$ cat config.mk
export PLATFORM = sky130hd
export DESIGN_NAME = spc_pin_rate
export DESIGN_NICKNAME = d
export VERILOG_FILES = /design/src/rtl/spc_pkg.sv /design/src/rtl/spc_pin_rate.sv
export SDC_FILE = /design/constraint.sdc
export NUM_CORES = 1
export LEC_CHECK = 0
export ABC_AREA = 1
export BUFFER_PORTS_ARGS = -buffer_cell sky130_fd_sc_hd__buf_2
export CAP_MARGIN = 5
export CELL_PAD_IN_SITES_DETAIL_PLACEMENT = 1
export CELL_PAD_IN_SITES_GLOBAL_PLACEMENT = 2
export CORE_MARGIN = 3
export CORE_UTILIZATION = 29
export DETAILED_ROUTE_END_ITERATION = 7
export PLACE_DENSITY = 0.94
export SLEW_MARGIN = 10
export SYNTH_ARGS = -nofsm -noshare
export SYNTH_HDL_FRONTEND = slang
export SYNTH_SLANG_ARGS = --single-unit
$ cat constraint.sdc
create_clock -name aclk -period 3.5 [get_ports aclk]
set_input_delay 0.7 -clock aclk [delete_from_list [all_inputs] [get_ports aclk]]
set_output_delay 0.7 -clock aclk [all_outputs]
set_load 0.02 [all_outputs]
$ cat src/rtl/spc_pkg.sv
/*
  Constants for the serial interface pin-control and bit-rate block:
  register offsets, field positions, reset values and enumerations.
  Assumes a 32-bit AXI4-Lite register port, one aligned word per register.
*/
package spc_pkg;

  // ---------------------------------------------------------------
  // Register offsets (byte addresses)
  // ---------------------------------------------------------------
  localparam logic [7:0] OFS_PIN_MODE = 8'h00;
  localparam logic [7:0] OFS_BIT_RATE = 8'h04;
  localparam logic [7:0] OFS_MODE_CTRL = 8'h08;
  localparam logic [7:0] OFS_IRQ_STATUS = 8'h0C;
  localparam logic [7:0] OFS_IRQ_MASK = 8'h10;

  // ---------------------------------------------------------------
  // Field positions
  // ---------------------------------------------------------------
  localparam int POS_MODE_FAULT_EN = 4;
  localparam int POS_BIDIR_OE = 3;
  localparam int POS_STOP_IN_WAIT = 1;
  localparam int POS_SINGLE_WIRE = 0;
  localparam int POS_MASTER = 0;
  localparam int POS_SS_OE = 1;
  localparam int POS_WAIT_MODE = 2;
  localparam int POS_IRQ_FAULT = 0;
  localparam logic [7:0] PIN_MODE_IMPL = 8'h1B;
  localparam logic [7:0] BIT_RATE_IMPL = 8'h77;

  // ---------------------------------------------------------------
  // Reset values
  // ---------------------------------------------------------------
  localparam logic [7:0] RST_PIN_MODE = 8'h00;
  localparam logic [7:0] RST_BIT_RATE = 8'h00;
  localparam logic [2:0] RST_MODE_CTRL = 3'h0;
  localparam logic [1:0] AXI_OKAY = 2'h0;
  localparam logic [1:0] AXI_SLVERR = 2'h2;

  // Select pin function
  typedef enum logic [1:0] {
    SS_SLAVE_IN = 2'b00,
    SS_PORT_IO = 2'b01,
    SS_FAULT_IN = 2'b10,
    SS_AUTO_OUT = 2'b11
  } spc_ss_fn_e;

endpackage

$ cat src/rtl/spc_pin_rate.sv
/*
  Serial interface pin control and master bit-rate generator with an
  AXI4-Lite register slave and a mode fault interrupt.
  Assumes the shifter outside consumes bit_rate_tick, drives serial data
  and select levels, and that pin inputs are synchronous to aclk.
*/
`timescale 1ns/1ns
module spc_pin_rate
  import spc_pkg::*;
(
  input wire logic aclk,
  input wire logic aresetn,
  input wire logic [7:0] s_axi_awaddr,
  input wire logic s_axi_awvalid,
  output logic s_axi_awready,
  input wire logic [31:0] s_axi_wdata,
  input wire logic [3:0] s_axi_wstrb,
  input wire logic s_axi_wvalid,
  output logic s_axi_wready,
  output logic [1:0] s_axi_bresp,
  output logic s_axi_bvalid,
  input wire logic s_axi_bready,
  input wire logic [7:0] s_axi_araddr,
  input wire logic s_axi_arvalid,
  output logic s_axi_arready,
  output logic [31:0] s_axi_rdata,
  output logic [1:0] s_axi_rresp,
  output logic s_axi_rvalid,
  input wire logic s_axi_rready,
  input wire logic cpu_in_wait,
  input wire logic shifter_out,
  input wire logic shifter_ss_level,
  output logic shifter_in,
  output logic bit_rate_tick,
  output logic if_clk_run,
  input wire logic mosi_i,
  output logic mosi_o,
  output logic mosi_oe,
  input wire logic miso_i,
  output logic miso_o,
  output logic miso_oe,
  input wire logic ss_i,
  output logic ss_o,
  output logic ss_oe,
  output logic ss_port_io,
  output logic mode_fault_flag,
  output logic irq
);

  // ---------------------------------------------------------------
  // Register state
  // ---------------------------------------------------------------
  logic [7:0] pin_mode;
  logic [7:0] bit_rate;
  logic [2:0] mode_ctrl;
  logic [7:0] irq_status;
  logic [7:0] irq_mask;
  logic aw_held;
  logic w_held;
  logic [7:0] aw_addr;
  logic [31:0] w_data;
  logic [3:0] w_strb;
  logic do_write;
  logic do_read;
  logic [31:0] next_rdata;
  logic rd_status;
  logic master;
  logic single_wire;
  logic fault_event;
  spc_ss_fn_e ss_fn;

  assign master = mode_ctrl[POS_MASTER];
  assign single_wire = pin_mode[POS_SINGLE_WIRE];

  // ---------------------------------------------------------------
  // AXI4-Lite write channel
  // ---------------------------------------------------------------
  // Address and data may arrive in either order; both are latched
  assign do_write = aw_held && w_held && !s_axi_bvalid;

  always_ff @(posedge aclk) begin
    if (!aresetn) begin
      aw_held <= 1'b0;
      aw_addr <= 8'h00;
    end else if (s_axi_awvalid && s_axi_awready) begin
      aw_held <= 1'b1;
      aw_addr <= s_axi_awaddr;
    end else if (do_write) begin
      aw_held <= 1'b0;
    end
  end

  always_ff @(posedge aclk) begin
    if (!aresetn) begin
      w_held <= 1'b0;
      w_data <= 32'h0000_0000;
      w_strb <= 4'h0;
    end else if (s_axi_wvalid && s_axi_wready) begin
      w_held <= 1'b1;
      w_data <= s_axi_wdata;
      w_strb <= s_axi_wstrb;
    end else if (do_write) begin
      w_held <= 1'b0;
    end
  end

  // Ready is registered so it comes straight from a flip-flop
  always_ff @(posedge aclk) begin
    if (!aresetn) begin
      s_axi_awready <= 1'b0;
      s_axi_wready <= 1'b0;
    end else begin
      s_axi_awready <= !aw_held && !(s_axi_awvalid && s_axi_awready);
      s_axi_wready <= !w_held && !(s_axi_wvalid && s_axi_wready);
    end
  end

  // Write response; unmapped offsets answer SLVERR
  always_ff @(posedge aclk) begin
    if (!aresetn) begin
      s_axi_bvalid <= 1'b0;
      s_axi_bresp <= AXI_OKAY;
    end else if (do_write) begin
      s_axi_bvalid <= 1'b1;
      if (aw_addr == OFS_PIN_MODE || aw_addr == OFS_BIT_RATE ||
          aw_addr == OFS_MODE_CTRL || aw_addr == OFS_IRQ_STATUS ||
          aw_addr == OFS_IRQ_MASK) begin
        s_axi_bresp <= AXI_OKAY;
      end else begin
        s_axi_bresp <= AXI_SLVERR;
      end
    end else if (s_axi_bready) begin
      s_axi_bvalid <= 1'b0;
    end
  end

  // ---------------------------------------------------------------
  // Configuration registers
  // ---------------------------------------------------------------
  // Only the low byte lane carries these registers
  always_ff @(posedge aclk) begin
    if (!aresetn) begin
      pin_mode <= RST_PIN_MODE;
    end else if (do_write && w_strb[0] && aw_addr == OFS_PIN_MODE) begin
      pin_mode <= w_data[7:0] & PIN_MODE_IMPL;
    end
  end

  // Never blocked by transfer state
  always_ff @(posedge aclk) begin
    if (!aresetn) begin
      bit_rate <= RST_BIT_RATE;
    end else if (do_write && w_strb[0] && aw_addr == OFS_BIT_RATE) begin
      bit_rate <= w_data[7:0] & BIT_RATE_IMPL;
    end
  end

  always_ff @(posedge aclk) begin
    if (!aresetn) begin
      mode_ctrl <= RST_MODE_CTRL;
    end else if (do_write && w_strb[0] && aw_addr == OFS_MODE_CTRL) begin
      mode_ctrl <= w_data[2:0];
    end
  end

  always_ff @(posedge aclk) begin
    if (!aresetn) begin
      irq_mask <= 8'h00;
    end else if (do_write && w_strb[0] && aw_addr == OFS_IRQ_MASK) begin
      irq_mask <= w_data[7:0];
    end
  end

  // ---------------------------------------------------------------
  // AXI4-Lite read channel
  // ---------------------------------------------------------------
  assign do_read = s_axi_arvalid && s_axi_arready;
  assign rd_status = do_read && s_axi_araddr == OFS_IRQ_STATUS;

  // Read mux; reserved bits return zero
  always_comb begin
    next_rdata = 32'h0000_0000;
    if (s_axi_araddr == OFS_PIN_MODE) begin
      next_rdata = {24'h00_0000, pin_mode & PIN_MODE_IMPL};
    end else if (s_axi_araddr == OFS_BIT_RATE) begin
      next_rdata = {24'h00_0000, bit_rate};
    end else if (s_axi_araddr == OFS_MODE_CTRL) begin
      next_rdata = {29'h0000_0000, mode_ctrl};
    end else if (s_axi_araddr == OFS_IRQ_STATUS) begin
      next_rdata = {24'h00_0000, irq_status};
    end else if (s_axi_araddr == OFS_IRQ_MASK) begin
      next_rdata = {24'h00_0000, irq_mask};
    end
  end

  always_ff @(posedge aclk) begin
    if (!aresetn) begin
      s_axi_arready <= 1'b0;
      s_axi_rvalid <= 1'b0;
      s_axi_rdata <= 32'h0000_0000;
      s_axi_rresp <= AXI_OKAY;
    end else if (do_read) begin
      s_axi_arready <= 1'b0;
      s_axi_rvalid <= 1'b1;
      s_axi_rdata <= next_rdata;
      if (s_axi_araddr == OFS_PIN_MODE || s_axi_araddr == OFS_BIT_RATE ||
          s_axi_araddr == OFS_MODE_CTRL ||
          s_axi_araddr == OFS_IRQ_STATUS ||
          s_axi_araddr == OFS_IRQ_MASK) begin
        s_axi_rresp <= AXI_OKAY;
      end else begin
        s_axi_rresp <= AXI_SLVERR;
      end
    end else if (s_axi_rvalid) begin
      if (s_axi_rready) begin
        s_axi_rvalid <= 1'b0;
        s_axi_arready <= 1'b1;
      end
    end else begin
      s_axi_arready <= 1'b1;
    end
  end

  // ---------------------------------------------------------------
  // Select pin function and mode fault
  // ---------------------------------------------------------------
  // Pin role from master, fault enable and select output enable
  always_comb begin
    if (!master) begin
      ss_fn = SS_SLAVE_IN;
    end else if (!pin_mode[POS_MODE_FAULT_EN]) begin
      ss_fn = SS_PORT_IO;
    end else if (mode_ctrl[POS_SS_OE]) begin
      ss_fn = SS_AUTO_OUT;
    end else begin
      ss_fn = SS_FAULT_IN;
    end
  end

  // Another master pulling select low is a fault
  assign fault_event = (ss_fn == SS_FAULT_IN) && !ss_i;

  // Sticky status; a new event wins over the clear-on-read
  always_ff @(posedge aclk) begin
    if (!aresetn) begin
      irq_status <= 8'h00;
    end else begin
      irq_status <= (rd_status ? 8'h00 : irq_status) |
                    {7'h00, fault_event};
    end
  end

  always_ff @(posedge aclk) begin
    if (!aresetn) begin
      mode_fault_flag <= 1'b0;
      irq <= 1'b0;
    end else begin
      mode_fault_flag <= irq_status[POS_IRQ_FAULT] || fault_event;
      irq <= |(irq_status & irq_mask);
    end
  end

  always_ff @(posedge aclk) begin
    if (!aresetn) begin
      ss_o <= 1'b1;
      ss_oe <= 1'b0;
      ss_port_io <= 1'b0;
    end else begin
      ss_o <= shifter_ss_level;
      ss_oe <= (ss_fn == SS_AUTO_OUT);
      ss_port_io <= (ss_fn == SS_PORT_IO);
    end
  end

  // ---------------------------------------------------------------
  // Data pin steering
  // ---------------------------------------------------------------
  // Master drives the out/in pin, slave the in/out pin
  always_ff @(posedge aclk) begin
    if (!aresetn) begin
      mosi_o <= 1'b0;
      mosi_oe <= 1'b0;
      miso_o <= 1'b0;
      miso_oe <= 1'b0;
      shifter_in <= 1'b0;
    end else begin
      mosi_o <= shifter_out;
      miso_o <= shifter_out;
      if (single_wire) begin
        // Output enable bit gates the single data pin
        mosi_oe <= master && pin_mode[POS_BIDIR_OE];
        miso_oe <= !master && pin_mode[POS_BIDIR_OE];
        shifter_in <= master ? mosi_i : miso_i;
      end else begin
        // Output enable bit ignored; separate pins
        mosi_oe <= master;
        miso_oe <= !master;
        shifter_in <= master ? miso_i : mosi_i;
      end
    end
  end

  // ---------------------------------------------------------------
  // Bit-rate generator
  // ---------------------------------------------------------------
  logic [2:0] pre_cnt;
  logic pre_tick;
  logic [7:0] rate_cnt;
  logic [7:0] rate_last;
  logic clk_run;

  // Stop in wait freezes both counters
  assign clk_run = !(pin_mode[POS_STOP_IN_WAIT] &&
                     mode_ctrl[POS_WAIT_MODE] && cpu_in_wait);
  assign pre_tick = clk_run && (pre_cnt >= bit_rate[6:4]);
  assign rate_last = 8'((9'h002 << bit_rate[2:0]) - 9'h001);

  always_ff @(posedge aclk) begin
    if (!aresetn) begin
      pre_cnt <= 3'h0;
    end else if (pre_tick) begin
      pre_cnt <= 3'h0;
    end else if (clk_run) begin
      pre_cnt <= pre_cnt + 3'h1;
    end
  end

  // Rate counter advances only on prescaler ticks
  always_ff @(posedge aclk) begin
    if (!aresetn) begin
      rate_cnt <= 8'h00;
    end else if (pre_tick) begin
      if (rate_cnt >= rate_last) begin
        rate_cnt <= 8'h00;
      end else begin
        rate_cnt <= rate_cnt + 8'h01;
      end
    end
  end

  // One tick per (pre+1)*2^(rate+1) bus clocks, master only
  always_ff @(posedge aclk) begin
    if (!aresetn) begin
      bit_rate_tick <= 1'b0;
      if_clk_run <= 1'b1;
    end else begin
      bit_rate_tick <= master && pre_tick && (rate_cnt >= rate_last);
      if_clk_run <= clk_run;
    end
  end

endmodule // spc_pin_rate

==> results.toml, run 1 <==
[status]
outcome = "completed"

[cells_and_area]
regArea_sq_um = 1560
fin_area_sq_um = 4520
fin_nets = 673
nFillCells = 1628
antenna_cells = 0
multi_input_area_sq_um = 1830
drive_gt1_frac = 0.167
synthToLayoutAreaGrowth_pct = 19.8

[global_route]
grt_use_total = 0.146
grt_pass1_vias = 3545
grt_pass1_wl_um = 16700
grt_start_max_net_pins = 50
antenna_found_initial = 0
overflow = 0

[synth]
synth_commonest_cells = "99 x nor2_1, 95 x nand2_1, 78 x dfxtp_1"
yosys.area.top_type_share = 0.414
syn_inst = 530
synth_top_area_cell = "dfxtp_1"
synth-edff-count = 0
yosys_register_bits = 78
syn-cell-area_sq_um = 3770
ys_seq_area_frac = 0.414
async_reset_ff_frac = 0
yosysMostFrequentCell = "nor2_1"
synth_warnings = 0
avgSynthCellArea_sq_um = 7.12
synth_ff_type = "dfxtp_1"
synth.distinct_cells = 34
synth.area.top_cells = "dfxtp_1 41%, nor2_1 9.8%, nand2_1 9.4%"

[sta]
tightest_slew_ns = 0.587
finClkSkew_ns = 0.00786
final_max_slew_viol_count = 0
min_period_ns = 2.71
slew-limit-headroom = 0.607
fmax_ghz = 0.369
setup_viol = 0
fin_ws_ns = 0.791
fin_crit_sh = 0.774
fin_setup_tns_ns = 0
rsz0062_at_grt = "no"
hold_viol_final = 0

[floorplan]
io_pins = 118
die_h_um = 120
core_sq_um = 12700
die_area_sq_um = 14400
core.rowCount = 41
fp.dieW_um = 120
start_util = 0.298

[power]
cellLeakagePower_nw = 2.15
p_per_area_nw_per_um2 = 513
ir_drop_v = 0.000215

[worst_hold_path]
hold_end = "s_axi_rdata[2]"
min_path_type = "reg2reg"
hold_depth = 2
hp-start = "s_axi_rdata[2]"

[placement]
dpl_cell_area_sq_um = 4180
dpl.hpwl_um = 7920
post-place-ws_ns = 0.822
portBuffers = 64
gp_congestion = 0.814

[detailed_routing]
drt-pass1-iter-count = 4
wirelength_um = 10100
post_drt_wl_per_cell_um = 13.1
drt_iter0_drc = 110
vias = 3430
vias_per_cell = 4.45
drc = 0
antenna_left = 0

[critical_path]
r2r-start = "bit_rate[2]"
r2r_cells = 14
required_ns = 3.76
arrival_ns = 2.97
worst_setup_path_end_kind = "flop"
r2r_setup_slack_ns = 0.79
startpoint = "bit_rate[2]"
worst-setup-path-type = "reg2reg"
start_kind = "flop"
crit_fanout = 9
reg2reg_to = "rate_cnt[4]"

[clocking]
cts_tree = "done"
postCtsHoldBufs = 0
cts.sinks = 78
clockRootBuffer = "clkbuf_16"
cts_setup_buffers = 0
h-tree-depth = 3
clk_latency_ns = 0.34
cts_resized = 0
path_clk_slew_ns = 0.06
numCtsBuffers = 9
clock_path_buffers = 2

[run]
drv_cap = 0
[report_power, final]
group / total [mW] / internal [mW] / switching, mW
registers: 0.965 / 0.926 / 0.0387
clock network: 1.08 / 0.714 / 0.369
logic: 0.272 / 0.0857 / 0.186
[worst max-delay path: stages (launching register included)]
cell     delay [ns]
dfxtp_1        0.48
inv_1          0.17
nand3_1        0.12
ha_1           0.18
o21ai_0        0.14
a21oi_1        0.18
xor2_1         0.18
ha_1           0.26
nand2_1        0.10
inv_1          0.05
nand2_1        0.05
nand2_1        0.06
a21oi_2        0.36
nand3_1        0.14
a21oi_1        0.16
[sequential cells by signal, summed over array words and instances (netlist names), 3 cells and up]
register and flops:
pre_cnt 3, irq_mask 8, s_axi_rdata 8, pin_mode 4, w_data 8, aw_addr 8
rate_cnt 8, bit_rate 6, mode_ctrl 3
[cell usage in the layout, fill, tap and decap left out, drive strengths merged]
| master | count |
|---|---|
| nor2 | 102 |
| o31ai | 1 |
| clkinvlp | 1 |
| nand3 | 34 |
| ha | 13 |
| o22ai | 2 |
| nand2 | 100 |
| nor3 | 12 |
| conb | 26 |
| o211ai | 1 |
| nand4 | 6 |
| dfxtp | 78 |
| bufinv | 3 |
| o21a | 1 |
| a21oi | 26 |
| buf | 66 |
| inv | 61 |
| o21ai | 46 |
| xor2 | 5 |
| clkinv | 3 |
| clkbuf | 10 |
| or2 | 1 |
| xnor2 | 1 |
[final cells by class]
cell class | count | area share
flip-flops and latches | 78 | 0.345
repair buffers | 66 | 0.0742
inverters | 63 | 0.0526
multi-input cells | 377 | 0.404
clock inverters | 5 | 0.0235
clock buffers | 10 | 0.0528
well taps | 172 | 0.0476
[how the worst max path moves through the flow]
stage,cells past startpoint,endpoint,slack (ns)
floorplan,15,rate_cnt[5],1.21
global placement,14,rate_cnt[6],0.97
detailed placement,16,rate_cnt[4],0.82
CTS,16,rate_cnt[4],0.79
global route,14,rate_cnt[2],0.53
finish,14,rate_cnt[4],0.79
[metrics by stage]
stage          instances  power [mW]  hold WS (ns)   util
6_report             771        2.32         0.452  0.357
5_1_grt              771        2.43         0.486  0.357
4_1_cts              771        2.36         0.460  0.357
3_5_place_dp         756        1.26         0.445  0.330
3_3_place_gp         756        1.25         0.442  0.330
2_1_floorplan        555        1.19         0.420      -
[logic make-up (layout without fill, tap and decap cells)]
kind of cell	Yosys count	in the layout	synth area share
adders and majority gates	13	13	0.0431
AOI/OAI and AO/OA	77	77	0.106
buffers and inverters	100	144	0.127
and+or+nand+nor	255	255	0.295
DFF	78	78	0.414
xor gates and xnor gates	6	6	0.0139
other	1	26	0.000993
[layer usage]
| layer | share of wire | track usage | up-vias |
|---|---|---|---|
| li1 | - | - | 1761 |
| met1 | 0.44 | 0.163 | 1607 |
| met3 | 0.037 | 0.0391 | 11 |
| met2 | 0.51 | 0.268 | 51 |
| met4 | 0.013 | 0.0444 | 0 |
| met5 | 0 | 0 | - |
Note: power is estimated with default switching activity, not from simulation.
==> run 2, diff against run 1 <==
--- a/config.mk
+++ b/config.mk
@@ -5,15 +5,15 @@
 export SDC_FILE = /design/constraint.sdc
 export NUM_CORES = 1
 export LEC_CHECK = 0
-export ABC_AREA = 1
+export ABC_AREA = 0
 export BUFFER_PORTS_ARGS = -buffer_cell sky130_fd_sc_hd__buf_2
 export CAP_MARGIN = 5
 export CELL_PAD_IN_SITES_DETAIL_PLACEMENT = 1
 export CELL_PAD_IN_SITES_GLOBAL_PLACEMENT = 2
 export CORE_MARGIN = 3
-export CORE_UTILIZATION = 29
+export CORE_UTILIZATION = 30
 export DETAILED_ROUTE_END_ITERATION = 7
-export PLACE_DENSITY = 0.94
+export PLACE_DENSITY = 0.9
 export SLEW_MARGIN = 10
 export SYNTH_ARGS = -nofsm -noshare
 export SYNTH_HDL_FRONTEND = slang
==> constraint.sdc (replaced) <==
create_clock -name aclk -period 2.62 [get_ports aclk]
set_input_delay 0.524 -clock aclk [delete_from_list [all_inputs] [get_ports aclk]]
set_output_delay 0.524 -clock aclk [all_outputs]
set_load 0.02 [all_outputs]
==> run 2 against run 1 <==
Against the previous run:
- first-iteration DRC count is 21% lower
- sequential share of layout area fell by 0.48 points
- worst setup slack got worse by 0.72 ns
- clock-buffer cell count rose by 2
- synthesized cell count shrank 20%
- sequential power up 32%
- die area fell by 2.3%
- synthesized area rose by 0.96%
- largest cell class unchanged
==> results.toml, run 2 <==
[detailed_routing]
met1_length_um = 4250
highest_layer = "met4"
drt-pass1-iter-count = 4
vias = 3123
drt_iter0_drc = 87
dr_wl_met2_um = 4690
post_drt_wl_per_cell_um = 14.3
antenna_left = 0
drc = 0
vias_per_cell = 4.75
wirelength_um = 9380
wl_met3_um = 343

[clocking]
numCtsBuffers = 9
clk_latency_ns = 0.33
h-tree-depth = 3
cts.sinks = 78
clock_path_buffers = 2
cts_tree = "done"
cts_setup_buffers = 0
clockRootBuffer = "clkbuf_16"
path_clk_slew_ns = 0.06

[floorplan]
core.rowCount = 40
io_pins = 118
core_sq_um = 12200
die_h_um = 119
start_util = 0.312
fp.dieW_um = 119
die_area_sq_um = 14100

[sta]
hold_viol_final = 0
tightest_slew_ns = 0.573
final_max_slew_viol_count = 0
slew-limit-headroom = 0.618
finClkSkew_ns = 0.00439
setup_viol = 0
min_period_ns = 2.54
fin_crit_sh = 0.971
fmax_ghz = 0.393

[synth]
synth-edff-count = 0
avgSynthCellArea_sq_um = 8.97
syn_inst = 425
synth.distinct_cells = 58
yosysMostFrequentCell = "dfxtp_1"
synth_commonest_cells = "78 x dfxtp_1, 61 x nand2_1, 30 x nor2b_1"
syn-cell-area_sq_um = 3810
synth_warnings = 0
yosys.area.top_type_share = 0.410
synth.area.top_cells = "dfxtp_1 41%, mux2i_1 6.3%, nand2_1 6.0%"
synth_top_area_cell = "dfxtp_1"
ys_seq_area_frac = 0.410
yosys_register_bits = 78
async_reset_ff_frac = 0
synth_ff_type = "dfxtp_1"

[placement]
dpl_cell_area_sq_um = 4230
dpl.hpwl_um = 6930
gp_congestion = 0.775
portBuffers = 64

[power]
pwr-share-comb = 0.124
share_seq_of_total_power = 0.418
p_total_mw = 3.05
ir_drop_v = 0.000304
p_clk_frac = 0.459
internal_power_mw = 2.30
switchingPower_mw = 0.747
cellLeakagePower_nw = 1.96
p_per_area_nw_per_um2 = 665
p_sw_frac = 0.245

[critical_path]
worst_setup_path_end_kind = "flop"
worstPathCellList = "or3_4, ha_2, buf_4, a21oi_1, o21a_1, ha_4, nand3_1, or3b_1, a41o_1, a32o_1"
r2r_cells = 10
r2r-start = "bit_rate[2]"
worst-setup-path-type = "reg2reg"
critPathMaxStageDelay_ns = 0.38
arrival_ns = 2.77
slowest_stage = "or3_4"
required_ns = 2.84
cpLargestDelayFamily = "compound AO/OA/AOI/OAI gates"
crit_fanout = 5
r2r_setup_slack_ns = 0.08
start_kind = "flop"
reg2reg_to = "rate_cnt[0]"
critPathBufInv = 1

[global_route]
grt_use_total = 0.131
grt_pass1_vias = 3132
overflow = 0
grt_start_max_net_pins = 45
antenna_found_initial = 0
grt_pass1_wl_um = 15200

[worst_hold_path]
hold_end = "ss_o"
min_path_type = "in2reg"
hp-start = "shifter_ss_level"
hold_depth = 2

[cells_and_area]
multi_input_area_sq_um = 2050
regArea_sq_um = 1560
drive_gt1_frac = 0.207
antenna_cells = 0
layout_common_cells = "78 x dfxtp_1, 64 x buf_2, 61 x nand2_1"
fin_nets = 562
nFillCells = 1476
fin_area_sq_um = 4590
synthToLayoutAreaGrowth_pct = 20.3
final_common_cell = "dfxtp_1"

[run]
drv_cap = 0

[status]
outcome = "completed"
run 2: cell types whose count changed after synthesis, sizes merged, moves of 18 or more:
cell / change
nand2: -39
nor2b: +30
nor2: -91
a21boi: +28
nand3: -18
mux2i: +24
a21oi: -20
o21ai: -33
inv: -49
run 2: final cells by class:
cell class / count / share of cell area
Inverter: 11 / 0.00900
Tap cell: 168 / 0.0458
Sequential cell: 78 / 0.341
Clock buffer: 12 / 0.0581
Multi-Input combinational cell: 314 / 0.447
Timing Repair Buffer: 70 / 0.0824
Clock inverter: 4 / 0.0166
run 2: what timing repair did:
action / 4_1_cts / 5_1_grt
hold buffers: 0 / 0
resized for setup: 0 / 5
setup endpoints to repair: 0 / 9
run 2: power by group through the flow:
| stage | logic [mW] | registers (mW) | clock network (mW) |
|---|---|---|---|
| after detailed placement | 0.362 | 1.30 | 0 |
| final | 0.377 | 1.27 | 1.40 |
| after global placement | 0.344 | 1.30 | 0 |
| after global routing | 0.424 | 1.28 | 1.48 |
| after CTS | 0.365 | 1.27 | 1.43 |
| after floorplan | 0.286 | 1.30 | 0 |
run 2: kinds of logic (layout without fill, tap and decap cells):
kind of cell / count (synthesis) / in the layout / synth area share
XOR/XNOR: 3 / 3 / 0.00690
buffers and inverters: 58 / 97 / 0.0844
other: 1 / 26 / 0.000984
flip-flops: 78 / 78 / 0.410
AO/OA/AOI/OAI: 86 / 86 / 0.162
adder cells (fa/ha/maj): 13 / 13 / 0.0427
multiplexers: 25 / 25 / 0.0689
AND/OR/NAND/NOR: 161 / 161 / 0.225
run 2: worst max path at each step:
| stage | start | endpoint | depth (start not counted) |
|---|---|---|---|
| floorplan | bit_rate[0] | rate_cnt[0] | 12 |
| global placement | bit_rate[2] | rate_cnt[0] | 10 |
| detailed placement | bit_rate[1] | rate_cnt[0] | 12 |
| CTS | bit_rate[1] | rate_cnt[0] | 12 |
| global route | bit_rate[1] | rate_cnt[0] | 12 |
| finish | bit_rate[2] | rate_cnt[0] | 10 |
run 2: per-layer routing:
| layer | GRT usage | up-vias |
|---|---|---|
| li1 | - | 1560 |
| met1 | 0.163 | 1493 |
| met4 | 0.0384 | 0 |
| met3 | 0.0258 | 9 |
| met2 | 0.230 | 61 |
| met5 | 0 | - |
run 2: worst register-to-register path, delay by kind of cell, from the launching register on:
| kind | cells | cell delay, ns |
|---|---|---|
| buffers and inverters | 1 | 0.15 |
| AND/OR/NAND/NOR | 3 | 0.79 |
| adder cells (fa/ha/maj) | 2 | 0.34 |
| AO/OA/AOI/OAI | 4 | 0.85 |
| flip-flops | 1 | 0.31 |
run 2: metrics by stage:
stage               worst slack, ns  hold WS [ns]  utilization  setup TNS, ns  cells
floorplan                    0.0142         0.437            -              0    450
global placement              0.138         0.440        0.346              0    641
detailed placement           0.0908         0.446        0.346              0    641
CTS                          0.0610         0.372        0.374              0    657
global route                -0.0306         0.384        0.376        -0.0405    657
finish                       0.0757         0.377        0.376              0    657
